`src/analog_power_cfg.svh`:
```
// offsets, field positions and reset values of the analog power register bank
`ifndef ANALOG_POWER_CFG_SVH
`define ANALOG_POWER_CFG_SVH

// ----------------------------------------------------------------
// register addresses
// ----------------------------------------------------------------
`define REG_VOLTAGE_ADDR 8'h02
`define REG_POWER_ADDR 8'h04

// ----------------------------------------------------------------
// reset values
// ----------------------------------------------------------------
`define REG_VOLTAGE_RESET 8'h00
`define REG_POWER_RESET 8'h00

// ----------------------------------------------------------------
// regulator voltage select fields
// ----------------------------------------------------------------
`define VOLT_CODE_HI 3
`define VOLT_CODE_LO 0
`define VOLT_CODE_MAX 4'hd

// ----------------------------------------------------------------
// channel select and power control fields
// ----------------------------------------------------------------
`define PWR_MUX_HI 7
`define PWR_MUX_LO 6
`define PWR_AMP_BIT 3
`define PWR_CONV_BIT 2
`define PWR_REG_BIT 1
`define PWR_TEMP_BIT 0

`endif

```
`src/analog_power_pkg.sv`:
```
// types shared by the analog power register bank
package analog_power_pkg;

  // ----------------------------------------------------------------
  // amplifier input selection codes
  // ----------------------------------------------------------------
  typedef enum logic [1:0] {
    amp_in_pair0 = 2'h0,
    amp_in_pair1 = 2'h1,
    amp_in_pair2 = 2'h2,
    amp_in_open = 2'h3
  } amp_input_t;

  // ----------------------------------------------------------------
  // access port state
  // ----------------------------------------------------------------
  typedef enum logic {
    acc_idle,
    acc_answer
  } access_state_t;

endpackage : analog_power_pkg

```
`src/power_ctrl_if.sv`:
```
// stored control bytes passed from the register bank to the control decoder
`timescale 1ns/1ps
interface power_ctrl_if;
  logic [7:0] voltage_byte;
  logic [7:0] power_byte;

  modport bank (output voltage_byte, output power_byte);
  modport decode (input voltage_byte, input power_byte);
endinterface : power_ctrl_if

```
`src/analog_function_power_regs.sv`:
```
// register bank for regulator voltage and analog channel/power control
`timescale 1ns/1ps
`include "analog_power_cfg.svh"
module analog_function_power_regs
  import analog_power_pkg::*;
#(
  parameter int ADDR_W = 8,
  parameter int PAIRS = 3
) (
  // clock and reset
  input wire logic clock,
  input wire logic resetn,
  input wire logic clock_en,
  // register access port
  input wire logic acc_valid,
  input wire logic acc_write,
  input wire logic [ADDR_W-1:0] acc_addr,
  input wire logic [7:0] acc_wdata,
  output logic acc_ready,
  output logic rd_valid,
  output logic [7:0] rd_data,
  output logic rd_hit,
  // reference supply pin
  input wire logic external_reference_input,
  // status
  output logic code_prohibited,
  output logic reference_conflict,
  // analog control levels
  output logic [3:0] regulator_code,
  output logic regulator_enable,
  output logic converter_enable,
  output logic amplifier_enable,
  output logic temp_sensor_enable,
  output logic [PAIRS-1:0] amp_pair_route,
  output logic amp_input_open
);

  // ----------------------------------------------------------------
  // address decode
  // ----------------------------------------------------------------
  function automatic logic addr_is(input logic [ADDR_W-1:0] a, input logic [7:0] target);
    addr_is = (a == ADDR_W'(target));
  endfunction : addr_is

  logic hit_voltage, hit_power;
  logic hit_any;

  assign hit_voltage = addr_is(acc_addr, `REG_VOLTAGE_ADDR);
  assign hit_power = addr_is(acc_addr, `REG_POWER_ADDR);
  assign hit_any = hit_voltage || hit_power;

  // ----------------------------------------------------------------
  // stored registers
  // ----------------------------------------------------------------
  logic [7:0] regulator_voltage_select_reg, regulator_voltage_select_next;
  logic [7:0] channel_select_power_control_reg, channel_select_power_control_next;
  logic wr_take;

  // a frozen edge loads no register, so the strobe needs no enable term
  assign wr_take = acc_valid && acc_write;

  always_comb begin
    regulator_voltage_select_next = regulator_voltage_select_reg;
    channel_select_power_control_next = channel_select_power_control_reg;
    if (wr_take) begin
      // whole byte stored, upper voltage bits kept only for readback
      if (hit_voltage) begin
        regulator_voltage_select_next = acc_wdata;
      end
      if (hit_power) begin
        channel_select_power_control_next = acc_wdata;
      end
    end
  end

  always_ff @(posedge clock or negedge resetn) begin
    if (!resetn) begin
      regulator_voltage_select_reg <= `REG_VOLTAGE_RESET;
      channel_select_power_control_reg <= `REG_POWER_RESET;
    end else if (clock_en) begin
      regulator_voltage_select_reg <= regulator_voltage_select_next;
      channel_select_power_control_reg <= channel_select_power_control_next;
    end
  end

  // ----------------------------------------------------------------
  // read answer
  // ----------------------------------------------------------------
  access_state_t state_reg, state_next;
  logic [7:0] rd_data_reg, rd_data_next;
  logic rd_hit_reg, rd_hit_next;
  logic rd_take;

  // unmapped addresses answer zero, never a stale byte
  function automatic logic [7:0] read_mux(input logic sel_v, input logic sel_p, input logic [7:0] vb,
    input logic [7:0] pb);
    if (sel_v) begin
      read_mux = vb;
    end else if (sel_p) begin
      read_mux = pb;
    end else begin
      read_mux = 8'h00;
    end
  endfunction : read_mux

  assign rd_take = acc_valid && !acc_write;

  always_comb begin
    state_next = acc_idle;
    rd_data_next = rd_data_reg;
    rd_hit_next = rd_hit_reg;
    unique case (state_reg)
      acc_idle, acc_answer: begin
        if (rd_take) begin
          state_next = acc_answer;
          rd_hit_next = hit_any;
          rd_data_next = read_mux(hit_voltage, hit_power, regulator_voltage_select_reg,
            channel_select_power_control_reg);
        end
      end
    endcase
  end

  always_ff @(posedge clock or negedge resetn) begin
    if (!resetn) begin
      state_reg <= acc_idle;
      rd_data_reg <= 8'h00;
      rd_hit_reg <= 1'b0;
    end else if (clock_en) begin
      state_reg <= state_next;
      rd_data_reg <= rd_data_next;
      rd_hit_reg <= rd_hit_next;
    end
  end

  // a request is taken on any enabled edge, so ready follows the enable
  assign acc_ready = clock_en;
  assign rd_valid = (state_reg == acc_answer);
  assign rd_data = rd_data_reg;
  assign rd_hit = rd_hit_reg;

  // ----------------------------------------------------------------
  // reference pin synchroniser and status
  // ----------------------------------------------------------------
  logic ref_meta_reg, ref_meta_next;
  logic ref_sync_reg, ref_sync_next;
  logic prohibited_reg, prohibited_next;
  logic conflict_reg, conflict_next;

  // pin is asynchronous: only the second stage reads the first
  always_comb begin
    ref_meta_next = external_reference_input;
    ref_sync_next = ref_meta_reg;
  end

  always_ff @(posedge clock or negedge resetn) begin
    if (!resetn) begin
      ref_meta_reg <= 1'b0;
      ref_sync_reg <= 1'b0;
    end else if (clock_en) begin
      ref_meta_reg <= ref_meta_next;
      ref_sync_reg <= ref_sync_next;
    end
  end

  always_comb begin
    // flags are levels: they show the present setting, no clear needed
    prohibited_next = regulator_voltage_select_reg[`VOLT_CODE_HI:`VOLT_CODE_LO] > `VOLT_CODE_MAX;
    // converter must not fight an externally driven reference
    conflict_next = ref_sync_reg && channel_select_power_control_reg[`PWR_CONV_BIT];
  end

  always_ff @(posedge clock or negedge resetn) begin
    if (!resetn) begin
      prohibited_reg <= 1'b0;
      conflict_reg <= 1'b0;
    end else if (clock_en) begin
      prohibited_reg <= prohibited_next;
      conflict_reg <= conflict_next;
    end
  end

  assign code_prohibited = prohibited_reg;
  assign reference_conflict = conflict_reg;

  // ----------------------------------------------------------------
  // analog control decode
  // ----------------------------------------------------------------
  // levels are registered again, so they lag the stored byte by one edge
  power_ctrl_if ctrl ();

  assign ctrl.voltage_byte = regulator_voltage_select_reg;
  assign ctrl.power_byte = channel_select_power_control_reg;

  power_ctrl_decode #(
    .PAIRS(PAIRS)
  ) u_decode (
    .clock(clock),
    .resetn(resetn),
    .clock_en(clock_en),
    .ctrl(ctrl.decode),
    .regulator_code(regulator_code),
    .regulator_enable(regulator_enable),
    .converter_enable(converter_enable),
    .amplifier_enable(amplifier_enable),
    .temp_sensor_enable(temp_sensor_enable),
    .amp_pair_route(amp_pair_route),
    .amp_input_open(amp_input_open)
  );

endmodule : analog_function_power_regs

```
`src/power_ctrl_decode.sv`:
```
// turns the stored control bytes into registered analog control levels
`timescale 1ns/1ps
`include "analog_power_cfg.svh"
module power_ctrl_decode
  import analog_power_pkg::*;
#(
  parameter int PAIRS = 3
) (
  // clock and reset
  input wire logic clock,
  input wire logic resetn,
  input wire logic clock_en,
  // stored bytes
  power_ctrl_if.decode ctrl,
  // analog control levels
  output logic [3:0] regulator_code,
  output logic regulator_enable,
  output logic converter_enable,
  output logic amplifier_enable,
  output logic temp_sensor_enable,
  output logic [PAIRS-1:0] amp_pair_route,
  output logic amp_input_open
);

  logic [3:0] code_reg, code_next;
  logic [3:0] en_reg, en_next;
  logic [PAIRS-1:0] route_reg, route_next;
  logic open_reg, open_next;
  amp_input_t sel;

  // ----------------------------------------------------------------
  // next values
  // ----------------------------------------------------------------
  // upper nibble of the voltage byte is ignored here
  assign code_next = ctrl.voltage_byte[`VOLT_CODE_HI:`VOLT_CODE_LO];
  assign sel = amp_input_t'({ctrl.power_byte[`PWR_MUX_HI], ctrl.power_byte[`PWR_MUX_LO]});
  assign en_next = {ctrl.power_byte[`PWR_AMP_BIT],
                    ctrl.power_byte[`PWR_CONV_BIT],
                    ctrl.power_byte[`PWR_REG_BIT],
                    ctrl.power_byte[`PWR_TEMP_BIT]};
  assign open_next = (sel == amp_in_open);

  genvar i;
  generate
    for (i = 0; i < PAIRS; i++) begin : g_route
      assign route_next[i] = (sel == amp_input_t'(i));
    end
  endgenerate

  // ----------------------------------------------------------------
  // registers
  // ----------------------------------------------------------------
  always_ff @(posedge clock or negedge resetn) begin
    if (!resetn) begin
      code_reg <= 4'h0;
      en_reg <= 4'h0;
      route_reg <= '0;
      open_reg <= 1'b0;
    end else if (clock_en) begin
      code_reg <= code_next;
      en_reg <= en_next;
      route_reg <= route_next;
      open_reg <= open_next;
    end
  end

  assign regulator_code = code_reg;
  assign amplifier_enable = en_reg[3];
  assign converter_enable = en_reg[2];
  assign regulator_enable = en_reg[1];
  assign temp_sensor_enable = en_reg[0];
  assign amp_pair_route = route_reg;
  assign amp_input_open = open_reg;

endmodule : power_ctrl_decode

```
`config.mk`:
```
export PLATFORM = sky130hd
export DESIGN_NAME = analog_function_power_regs
export DESIGN_NICKNAME = d
export VERILOG_FILES = /design/src/analog_power_pkg.sv /design/src/power_ctrl_if.sv /design/src/analog_function_power_regs.sv /design/src/power_ctrl_decode.sv
export VERILOG_INCLUDE_DIRS = /design/src
export SDC_FILE = /design/constraint.sdc
export NUM_CORES = 1
export LEC_CHECK = 0
export BUFFER_PORTS_ARGS = -buffer_cell sky130_fd_sc_hd__buf_2
export CAP_MARGIN = 10
export CORE_ASPECT_RATIO = 1.1
export CORE_MARGIN = 2
export CORE_UTILIZATION = 45
export CTS_CLUSTER_SIZE = 8
export DETAILED_ROUTE_END_ITERATION = 8
export HOLD_SLACK_MARGIN = 0.02
export PLACE_DENSITY_LB_ADDON = 0.3
export REMOVE_ABC_BUFFERS = 1
export SYNTH_ARGS = -nofsm -noshare
export SYNTH_HDL_FRONTEND = slang
export SYNTH_HIERARCHICAL = 1
export SYNTH_SLANG_ARGS = --single-unit
```
`constraint.sdc`:
```
create_clock -name clock -period 0.85 [get_ports clock]
set_input_delay 0.085 -clock clock [delete_from_list [all_inputs] [get_ports clock]]
set_output_delay 0.085 -clock clock [all_outputs]
set_load 0.01 [all_outputs]
```
==> results.txt, run 1 <==
----------------------------------------------------
[Hold path]
  Type of the most critical hold path ... input port to flip-flop
  Number of cells on the worst hold path ... 2
  Critical hold path startpoint ... external_reference_input
  Capture endpoint of the worst hold path ... ref_meta_reg$_DFFE_PN0P_

[Synthesis]
  Yosys top cell area share ... 59.0%
  Average cell area after synthesis ... 12.9 um2
  Top cell types by occurrence after synthesis ... 42 x sky130_fd_sc_hd__dfrtp_1, 23 x sky130_fd_sc_hd__mux2_2, 22 x sky130_fd_sc_hd__inv_1, 10 x sky130_fd_sc_hd__nand2_1, 8 x sky130_fd_sc_hd__o221ai_1
  Part of the Yosys area used for sequential elements ... 59.0%
  Synth top area cells ... sky130_fd_sc_hd__dfrtp_1 59%, sky130_fd_sc_hd__mux2_2 15%, sky130_fd_sc_hd__inv_1 4.6%, sky130_fd_sc_hd__o221ai_1 3.9%, sky130_fd_sc_hd__mux2_4 3.4%
  Top_reg_cell synth ... sky130_fd_sc_hd__dfrtp_1
  Count of cell types in the netlist ... 22
  Most instantiated library cell after synthesis ... sky130_fd_sc_hd__dfrtp_1
  Total of flip-flops plus latches after synthesis ... 42
  Syn Inst Count ... 138
  Cell type with the largest total area after synthesis ... sky130_fd_sc_hd__dfrtp_1
  Yosys warning count ... 6
  Post-synthesis instance area ... 0.00178 mm2
  Number of synthesized flops with an enable pin ... 0
  Synth async-reset ratio ... 100%

[Worst setup path]
  CP Data Arrival Time ... 1.18 ns
  WS Path Type ... input port to flip-flop
  Kind of end point of the critical path ... flip-flop
  Maximum net fanout on the critical path ... 8
  Worst reg2reg endpoint ... u_decode/amp_pair_route[0]$_DFFE_PN0P_
  Type of origin of the critical path ... input port
  Count of cells along the worst register-to-register path ... 2
  Reg-to-reg critical path startpoint ... u_decode/amp_pair_route[0]$_DFFE_PN0P_
  Endpoint required time on the critical path ... 1.03 ns
  Reg-to-reg setup timing slack ... -0.03 ns

[Floorplanning]
  Vertical extent of the die ... 70.0 um
  Die area ... 0.00448 mm2
  FP Rows ... 23
  Core area ... 0.00371 mm2
  Starting utilization of the core area ... 48.0%
  Die width ... 64.0 um
  I/O pin total ... 47

[Power and ir drop]
  VDD IR-drop max ... 990 uV
  Power per cell area ... 1510 mW/mm2
  LEAKAGE ... 1.26 nW
  Post-layout total power ... 3.65 mW

[Route]
  Count of nets left with antenna violations after detail routing ... 0
  Vias per cell ... 4.99
  Routed wire length ... 3.90 mm
  Residual DRC count ... 0
  Via count ... 1307
  Routed len/inst ... 14.9 um
  Number of optimization iterations in the first detailed-route pass ... 4
  First-iteration detailed-routing DRC count ... 48

[Timing]
  Sum of negative setup slack ... -3.78 ns
  Max Slew Vio Count ... 0
  Hold slack ... 0.0249 ns
  Final Setup Violations ... 53
  Slew at the pin closest to its max-slew limit ... 0.343 ns
  Setup repair after global routing missed its margin ... yes
  Post-layout worst setup margin ... -0.150 ns
  Final clock skew ... 0.00585 ns
  Final number of hold-violating endpoints ... 0
  Share of the clock period used by the worst path ... 118%
  Rel. slew slack ... 76.9%
  Maximum operating frequency ... 1000 MHz
  Minimum clock period ... 1.00 ns

[Clock tree]
  Clock sinks ... 42
  Clock root buffer ... sky130_fd_sc_hd__clkbuf_8
  Maximum buffer depth of the clock tree ... 2
  Clock buffers created by TritonCTS ... 5
  Max H-tree Level ... 2
  Clk Latency, worst-skew pair ... 0.30 ns
  Clock transition time at the flip-flop clock pins of the worst setup and hold paths ... 0.08 ns
  TritonCTS clock tree ... yes

[Final layout]
  Final Cell Area ... 0.00242 mm2
  Share of cells above drive strength 1 ... 53.8%
  Post-Route Utilization ... 65.2%
  Area growth from synthesis to layout ... 36.0%
  Final net count ... 233
  Final Instance Count excl. Fillers ... 262
  Number of filler cells placed in the layout ... 304
  # diodes ... 0

[Global route]
  Pin count of the biggest net entering global routing ... 43
  Fraction of met1 tracks used by global routing ... 24.9%
  Leftover overflow at the end of global routing ... 0
  Number of antenna violations at the first check in global routing ... 0
  First-pass GRT wire length ... 6.44 mm
  Met2 layer usage reported by global route ... 30.0%
  Most congested layer reported by global routing ... met2
  Met3 Use GR ... 4.99%
  Number of global-route vias before repair ... 1356
  Overall global routing resource usage ... 18.9%

[Outcome]
  Violated checks ... negative setup slack
  Run status ... complete, but fails checks

[Place]
  Post-detailed-placement cell area ... 0.00213 mm2
  Count of buffers inserted at the top-level ports ... 46
  Placer Congestion ... 0.820
  Minimum setup slack after placement ... -0.482 ns
  Cell total after placement ... 241
  Detailed-placement wirelength estimate ... 2.57 mm

[Run]
  Max Cap Violations ... 0

----------------------------------------------------
-- routing by layer --
metal / part of all wire [%] / up-vias
met1: 45 / 636
met2: 48 / 40
met5: 0 / -
met3: 5.2 / 6
li1: - / 625
met4: 1.6 / 0
-- layout make-up --
| class | count | area [um2] | share of cell area, % |
|---|---|---|---|
| clock buffer | 7 | 86.3 | 3.57 |
| clock inverter | 1 | 5.00 | 0.207 |
| inverter | 22 | 82.6 | 3.41 |
| sequential | 42 | 1050 | 43.4 |
| timing repair buffer | 70 | 460 | 19.0 |
| multi-input combinational | 70 | 673 | 27.8 |
| tap | 50 | 62.6 | 2.58 |
-- logic make-up (layout without fill, tap and decap cells) --
kind of cell	Yosys count	after routing	synth area share (%)
buf+inv	26	100	6.82
compound gates	15	15	6.11
mux	27	27	17.9
flops	42	42	59.0
simple gates	28	28	10.1
-- critical path, cell delays in order --
cell and delay [ns]:
sky130_fd_sc_hd__buf_8 0.10, sky130_fd_sc_hd__nor4_4 0.38, sky130_fd_sc_hd__nand4_2 0.15, sky130_fd_sc_hd__buf_6 0.17, sky130_fd_sc_hd__mux2_4 0.30
-- report_power, final --
group | internal (mW) | leakage, nW | switching [mW] | total, mW
Clock | 0.655 | 0.0482 | 0.650 | 1.30
Combinational | 0.143 | 0.636 | 0.151 | 0.294
Sequential | 2.03 | 0.575 | 0.0218 | 2.06
Total | 2.83 | 1.26 | 0.822 | 3.65
-- worst max path at each step --
stage           startpoint                                               to  slack, ns  depth (start not counted)
6_report       acc_addr[3]                 ctrl.voltage_byte[6]$_DFFE_PN0P_      -0.15                          5
5_1_grt        acc_addr[3]                 ctrl.voltage_byte[6]$_DFFE_PN0P_      -0.18                          5
4_1_cts        acc_addr[6]                 ctrl.voltage_byte[6]$_DFFE_PN0P_      -0.12                          5
3_5_place_dp   acc_addr[0]                 ctrl.voltage_byte[7]$_DFFE_PN0P_      -0.48                          5
3_3_place_gp   acc_addr[0]                 ctrl.voltage_byte[1]$_DFFE_PN0P_      -0.45                          5
2_1_floorplan  acc_addr[0]  channel_select_power_control_reg[0]$_DFFE_PN0P_      -0.31                          3
-- cell usage in the layout, fill, tap and decap left out, types with 3 or more instances in the layout --
cell type	netlist	layout
sky130_fd_sc_hd__buf_2	1	44
sky130_fd_sc_hd__buf_4	1	17
sky130_fd_sc_hd__buf_6	1	6
sky130_fd_sc_hd__clkbuf_8	0	6
sky130_fd_sc_hd__dfrtp_1	42	42
sky130_fd_sc_hd__inv_1	22	22
sky130_fd_sc_hd__mux2_2	23	19
sky130_fd_sc_hd__mux2_4	4	8
sky130_fd_sc_hd__nand2_1	10	10
sky130_fd_sc_hd__nand3b_1	3	3
sky130_fd_sc_hd__nand4_1	3	3
sky130_fd_sc_hd__o21ai_0	6	6
sky130_fd_sc_hd__o221ai_2	0	8
-- what timing repair did --
item	CTS	global route
endpoints found under the setup margin	49	52
hold endpoints to repair	42	0
pin swaps	3	2
gates resized for setup	17	4
hold buffers	1	0
buffers inserted	10	2
Note: power is estimated with default switching activity, not from simulation.
==> run 2: changes to the inputs <==
Settings changed: REMOVE_ABC_BUFFERS 1 to default.
==> run 2 against run 1 <==
Effect of this change:
- the flow still finishes with violations (negative setup slack)
- routed wire length down 1.1%
- die area unchanged
- non-clock buffer count up 7
- critical path depth up 1
- via count up 3.5%
- combinational power up 5%
- sequential share of layout area down 2.0 points
- critical path type unchanged
- critical endpoint is now ctrl.voltage_byte[5]$_DFFE_PN0P_
- largest cell class unchanged
==> results.txt, run 2 (synthesis gave the netlist of run 1 again) <==
----------------------------------------------------
[Floorplanning]
  Vertical extent of the die ... 70.0 um
  Die area ... 0.00448 mm2
  Die width ... 64.0 um
  Core area ... 0.00371 mm2
  Starting utilization of the core area ... 48.0%
  FP Rows ... 23
  I/O pin total ... 47

[Route]
  Number of optimization iterations in the first detailed-route pass ... 4
  First-iteration detailed-routing DRC count ... 67
  Residual DRC count ... 0
  Routed wire length ... 3.86 mm
  Count of nets left with antenna violations after detail routing ... 0
  Routed len/inst ... 14.4 um
  Vias per cell ... 5.05
  Via count ... 1353

[Synthesis]
  Total nets after synthesis ... 160

[Global route]
  Leftover overflow at the end of global routing ... 0
  Number of global-route vias before repair ... 1497
  Overall global routing resource usage ... 19.6%
  First-pass GRT wire length ... 6.73 mm
  Pin count of the biggest net entering global routing ... 43
  Number of antenna violations at the first check in global routing ... 0

[Timing]
  Hold slack ... 0.0330 ns
  Share of the clock period used by the worst path ... 111%
  Sum of negative setup slack ... -2.87 ns
  Final Setup Violations ... 54
  Post-layout worst setup margin ... -0.0970 ns
  Rel. slew slack ... 73.8%
  Max Slew Vio Count ... 0
  Slew at the pin closest to its max-slew limit ... 0.393 ns
  Minimum clock period ... 0.947 ns
  Setup repair after global routing missed its margin ... yes
  Final clock skew ... 0.00556 ns
  Final number of hold-violating endpoints ... 0
  Maximum operating frequency ... 1060 MHz

[Power and ir drop]
  Net Switching ... 0.829 mW
  Clock group share of total power ... 40.2%
  Total internal power ... 3.13 mW
  Logic gate share of total power ... 7.8%
  Fraction of power spent switching nets ... 20.9%
  VDD IR-drop max ... 1100 uV
  Seq pwr share ... 52.0%
  LEAKAGE ... 1.30 nW
  Post-layout total power ... 3.96 mW
  Power per cell area ... 1560 mW/mm2

[Final layout]
  Most common cell after layout, fill and taps aside ... sky130_fd_sc_hd__dfrtp_1
  Share of cells above drive strength 1 ... 56.0%
  Final Instance Count excl. Fillers ... 268
  Top library cells by usage in the layout, fill and taps aside ... 41 x sky130_fd_sc_hd__dfrtp_1, 40 x sky130_fd_sc_hd__buf_2, 22 x sky130_fd_sc_hd__mux2_2, 22 x sky130_fd_sc_hd__inv_1, 20 x sky130_fd_sc_hd__buf_4
  Post-Route Utilization ... 68.5%
  # diodes ... 0
  Number of filler cells placed in the layout ... 304
  Area growth from synthesis to layout ... 42.9%
  Final net count ... 240
  Final Cell Area ... 0.00254 mm2

[Clock tree]
  Clk Latency, worst-skew pair ... 0.30 ns
  Clock transition time at the flip-flop clock pins of the worst setup and hold paths ... 0.08 ns
  Clock sinks ... 42
  TritonCTS clock tree ... yes
  Maximum buffer depth of the clock tree ... 2
  Max H-tree Level ... 2
  Clock buffers created by TritonCTS ... 5
  Clock root buffer ... sky130_fd_sc_hd__clkbuf_8

[Worst setup path]
  WS Path Type ... input port to flip-flop
  Start point of the critical path ... acc_addr[0]
  Endpoint required time on the critical path ... 1.03 ns
  Critical Path Sink ... ctrl.voltage_byte[5]$_DFFE_PN0P_
  Reg-to-reg critical path startpoint ... rd_data[1]$_DFFE_PN0P_
  Count of cells along the worst register-to-register path ... 4
  Type of origin of the critical path ... input port
  Worst reg2reg endpoint ... rd_data[1]$_DFFE_PN0P_
  CP Data Arrival Time ... 1.13 ns
  Reg-to-reg setup timing slack ... -0.03 ns
  Maximum net fanout on the critical path ... 8
  Kind of end point of the critical path ... flip-flop

[Place]
  Cell total after placement ... 242
  Detailed-placement wirelength estimate ... 2.63 mm
  Post-detailed-placement cell area ... 0.00214 mm2
  Placer Congestion ... 0.746
  Count of buffers inserted at the top-level ports ... 46
  Minimum setup slack after placement ... -0.513 ns

[Run]
  Max Cap Violations ... 0

[Hold path]
  Type of the most critical hold path ... input port to flip-flop

[Outcome]
  Run status ... complete, but fails checks
  Violated checks ... negative setup slack

----------------------------------------------------
==> run 2: cell count changes in the layout (fill, tap and decap cells not counted), moves of 2 or more <==
cell	before	now
sky130_fd_sc_hd__buf_6	6	13
sky130_fd_sc_hd__buf_2	44	40
sky130_fd_sc_hd__buf_4	17	20
sky130_fd_sc_hd__mux2_2	19	22
sky130_fd_sc_hd__mux2_4	8	5
sky130_fd_sc_hd__nand4_2	2	0
sky130_fd_sc_hd__nand4_4	0	2
==> run 2: power groups by stage <==
stage | Sequential, mW | Clock (mW) | Combinational (mW)
floorplan | 2.10 | 0 | 0.104
global placement | 2.09 | 0 | 0.254
detailed placement | 2.10 | 0 | 0.263
CTS | 2.06 | 1.64 | 0.296
global route | 2.06 | 1.72 | 0.342
finish | 2.06 | 1.59 | 0.309
==> run 2: worst min path at each step <==
stage / cells past startpoint / slack, ns / from / end
3_3_place_gp: 2 / 0.07 / resetn / rd_data[7]$_DFFE_PN0P_
6_report: 2 / 0.03 / acc_wdata[6] / channel_select_power_control_reg[6]$_DFFE_PN0P_
5_1_grt: 2 / 0.03 / acc_wdata[1] / ctrl.voltage_byte[1]$_DFFE_PN0P_
4_1_cts: 2 / 0.03 / acc_wdata[2] / ctrl.voltage_byte[2]$_DFFE_PN0P_
2_1_floorplan: 0 / -0.21 / resetn / channel_select_power_control_reg[0]$_DFFE_PN0P_
3_5_place_dp: 2 / 0.07 / resetn / rd_data[6]$_DFFE_PN0P_
==> run 2: what timing repair did <==
item,4_1_cts,5_1_grt
endpoints found under the hold margin,43,0
setup buffers,11,6
endpoints found under the setup margin,49,52
resized for setup,16,12
pin swaps,6,7
hold buffers,2,0
==> run 2: worst max-delay path: stages <==
cell and delay (ns):
sky130_fd_sc_hd__buf_6 0.09, sky130_fd_sc_hd__nor4_4 0.26, sky130_fd_sc_hd__buf_6 0.17, sky130_fd_sc_hd__nand4_4 0.08
sky130_fd_sc_hd__buf_8 0.15, sky130_fd_sc_hd__mux2_4 0.29
==> run 2: cell type report <==
type                    count  area, um2  area share [%]
clock buffers               6       82.6            3.25
well taps                  50       62.6            2.46
inverters                  22       82.6            3.25
repair buffers             77        552            21.7
flip-flops and latches     42       1050            41.4
multi-input cells          70        682            26.8
clock inverters             1       30.0            1.18
==> run 2: metal layers <==
layer | routed length (um) | up-vias | share of wire (%) | global-route usage [%]
met5 | 0 | - | 0 | 0
met4 | 49 | 0 | 1.3 | 7.73
met3 | 239 | 3 | 6.2 | 5.80
met2 | 2130 | 49 | 55 | 35.6
met1 | 1440 | 667 | 37 | 20.9
li1 | - | 634 | - | -
==> run 3: changes to the inputs <==
Settings changed: ABC_AREA from default to 1.
==> run 3 against run 2 <==
Effect of this change:
- the flow still finishes with violations (negative setup slack)
- maximum frequency up 3.7%
- first-iteration DRC count up 39%
- hold slack about the same
- die area up 8.6%
- area after synthesis up 9.1%
- non-clock buffer count up 17
- routed wire length up 15%
- clock skew about the same
- sequential power about the same
- critical path type is now flip-flop to output pin
- largest cell class unchanged
==> results.txt, run 3 <==
----------------------------------------------------
[Synthesis]
  Count of cell types in the netlist ... 17
  Top cell types by occurrence after synthesis ... 100 x sky130_fd_sc_hd__nand2_1, 42 x sky130_fd_sc_hd__dfrtp_1, 21 x sky130_fd_sc_hd__inv_1, 20 x sky130_fd_sc_hd__nand3_1, 12 x sky130_fd_sc_hd__o21ai_0
  Average cell area after synthesis ... 8.60 um2
  Synth top area cells ... sky130_fd_sc_hd__dfrtp_1 54%, sky130_fd_sc_hd__nand2_1 19%, sky130_fd_sc_hd__nand3_1 5.2%, sky130_fd_sc_hd__inv_1 4.1%, sky130_fd_sc_hd__o21ai_2 3.6%
  Syn Inst Count ... 226
  Yosys warning count ... 6
  Total nets after synthesis ... 248
  Number of synthesized flops with an enable pin ... 0
  Top_reg_cell synth ... sky130_fd_sc_hd__dfrtp_1
  Cell type with the largest total area after synthesis ... sky130_fd_sc_hd__dfrtp_1
  Total of flip-flops plus latches after synthesis ... 42
  Yosys top cell area share ... 54.1%
  Post-synthesis instance area ... 0.00194 mm2
  Most instantiated library cell after synthesis ... sky130_fd_sc_hd__nand2_1
  Part of the Yosys area used for sequential elements ... 54.1%
  Synth async-reset ratio ... 100%

[Run]
  Max Cap Violations ... 0

[Final layout]
  Final Instance Count excl. Fillers ... 376
  Number of filler cells placed in the layout ... 383
  Top library cells by usage in the layout, fill and taps aside ... 92 x sky130_fd_sc_hd__nand2_1, 45 x sky130_fd_sc_hd__buf_2, 40 x sky130_fd_sc_hd__dfrtp_1
  Final net count ... 343
  Most common cell after layout, fill and taps aside ... sky130_fd_sc_hd__nand2_1
  Area growth from synthesis to layout ... 41.1%
  # diodes ... 0
  Share of cells above drive strength 1 ... 41.0%

[Clock tree]
  Clock root buffer ... sky130_fd_sc_hd__clkbuf_8
  Clk Latency, worst-skew pair ... 0.29 ns
  Max H-tree Level ... 2
  Clock transition time at the flip-flop clock pins of the worst setup and hold paths ... 0.08 ns
  Maximum buffer depth of the clock tree ... 2
  Clock buffers created by TritonCTS ... 5
  TritonCTS clock tree ... yes
  Clock sinks ... 42

[Timing]
  Post-layout worst setup margin ... -0.0631 ns
  Setup repair after global routing missed its margin ... yes
  Share of the clock period used by the worst path ... 107%
  Max Slew Vio Count ... 0
  Final clock skew ... 0.00574 ns
  Minimum clock period ... 0.913 ns
  Maximum operating frequency ... 1100 MHz
  Slew at the pin closest to its max-slew limit ... 0.251 ns
  Final Setup Violations ... 24
  Final number of hold-violating endpoints ... 0
  Rel. slew slack ... 83.2%

[Power and ir drop]
  Power per cell area ... 1370 mW/mm2
  Clock group share of total power ... 35.0%
  Seq pwr share ... 54.6%
  Fraction of power spent switching nets ... 24.1%
  LEAKAGE ... 1.65 nW
  Post-layout total power ... 3.76 mW
  Total internal power ... 2.86 mW
  Logic gate share of total power ... 10.4%
  Net Switching ... 0.907 mW
  VDD IR-drop max ... 884 uV

[Worst setup path]
  Endpoint required time on the critical path ... 0.76 ns
  Cell at the slowest stage of the critical path ... sky130_fd_sc_hd__dfrtp_1
  Number of buffer and inverter instances along the worst setup path ... 1
  Maximum net fanout on the critical path ... 2
  WS Path Type ... flip-flop to output pin
  Slowest stage delay, CP ... 0.39 ns
  CP Data Arrival Time ... 0.83 ns
  Cell type group with the largest total delay on the critical path ... flip-flops
  Type of origin of the critical path ... flip-flop
  Kind of end point of the critical path ... output pin
  Cell Chain, Critical Path ... buf_2

[Route]
  Vias per cell ... 4.74
  Number of optimization iterations in the first detailed-route pass ... 4
  Count of nets left with antenna violations after detail routing ... 0
  Routed wire length ... 4.45 mm
  Routed len/inst ... 11.8 um
  First-iteration detailed-routing DRC count ... 93
  Residual DRC count ... 0
  Via count ... 1784

[Global route]
  Overall global routing resource usage ... 19.3%
  Number of global-route vias before repair ... 1603
  Number of antenna violations at the first check in global routing ... 0
  First-pass GRT wire length ... 7.11 mm
  Leftover overflow at the end of global routing ... 0
  Pin count of the biggest net entering global routing ... 43

[Floorplanning]
  Die area ... 0.00486 mm2
  Starting utilization of the core area ... 46.0%
  Core area ... 0.00422 mm2
  I/O pin total ... 47
  FP Rows ... 25
  Die width ... 66.7 um
  Vertical extent of the die ... 72.9 um

[Place]
  Placer Congestion ... 0.797
  Cell total after placement ... 329
  Detailed-placement wirelength estimate ... 2.97 mm
  Count of buffers inserted at the top-level ports ... 46

[Outcome]
  Violated checks ... negative setup slack
  Run status ... complete, but fails checks

[Hold path]
  Type of the most critical hold path ... input port to flip-flop

----------------------------------------------------
[run 3: per-stage QoR]
stage	cell area, um2	hold WS, ns	util, %	setup WS (ns)	setup TNS [ns]
floorplan	1980	-0.211	-	-0.0226	-0.0434
global route	2740	0.0307	64.9	-0.0897	-1.81
CTS	2580	0.0281	61.0	-0.0800	-1.23
finish	2740	0.0334	64.9	-0.0631	-1.02
global placement	2300	0.0732	54.5	-0.258	-5.11
detailed placement	2300	0.0755	54.5	-0.290	-5.75
[run 3: worst register-to-register path, cell delays in order (launching register included)]
cell	delay, ns
sky130_fd_sc_hd__dfrtp_1	0.39
sky130_fd_sc_hd__buf_4	0.13
sky130_fd_sc_hd__buf_4	0.12
sky130_fd_sc_hd__nand2_1	0.05
sky130_fd_sc_hd__nand2_1	0.04
[run 3: final cells by class]
| cell class | count | area (um2) | share of cell area, % |
|---|---|---|---|
| flip-flops and latches | 42 | 1050 | 38.4 |
| clock buffers | 7 | 86.3 | 3.15 |
| multi-input cells | 154 | 786 | 28.6 |
| repair buffers | 94 | 634 | 23.1 |
| well taps | 54 | 67.6 | 2.46 |
| inverters | 24 | 110 | 4.01 |
| clock inverters | 1 | 5.00 | 0.182 |
[run 3: path summary, 6_finish.rpt]
path	start	end	slack [ns]	cells after the start
max reg2reg	u_decode/regulator_code[0]$_DFFE_PN0P_	u_decode/regulator_code[0]$_DFFE_PN0P_	0.01	4
min	acc_wdata[0]	ctrl.voltage_byte[0]$_DFFE_PN0P_	0.03	3
max in group asynchronous	resetn	channel_select_power_control_reg[6]$_DFFE_PN0P_	0.33	3
max	rd_data[7]$_DFFE_PN0P_	rd_data[7]	-0.06	1
min reg2reg	rd_data[6]$_DFFE_PN0P_	rd_data[6]$_DFFE_PN0P_	0.48	2
min in group asynchronous	resetn	u_decode/amp_pair_route[2]$_DFFE_PN0P_	0.30	3
[run 3: layer usage]
metal	GRT usage [%]	vias to the layer above	part of all wire (%)
met1	23.2	833	43
met5	0	-	0
li1	-	886	-
met2	33.9	53	51
met4	7.48	0	1.5
met3	3.86	12	4.2
[run 3: power groups by stage]
stage                     clock network, mW  logic (mW)  registers, mW
final                                  1.32       0.390           2.05
after detailed placement                  0       0.332           2.09
after global placement                    0       0.324           2.09
after CTS                              1.35       0.369           2.05
after floorplan                           0       0.155           2.10
after global routing                   1.44       0.435           2.06
[run 3: cells by family after synthesis]
family                 count (synthesis)  synth area share [%]
flip-flops                            42                  54.1
AND/OR/NAND/NOR                      133                  31.4
AO/OA/AOI/OAI                         21                  6.95
buffers and inverters                 30                  7.53
[run 3: timing repair]
item / 4_1_cts / 5_1_grt
pin swaps: 0 / 6
hold buffers: 7 / 0
resized for setup: 0 / 13
endpoints found under the hold margin: 48 / 0
setup endpoints to repair: 24 / 35
setup buffers: 15 / 17
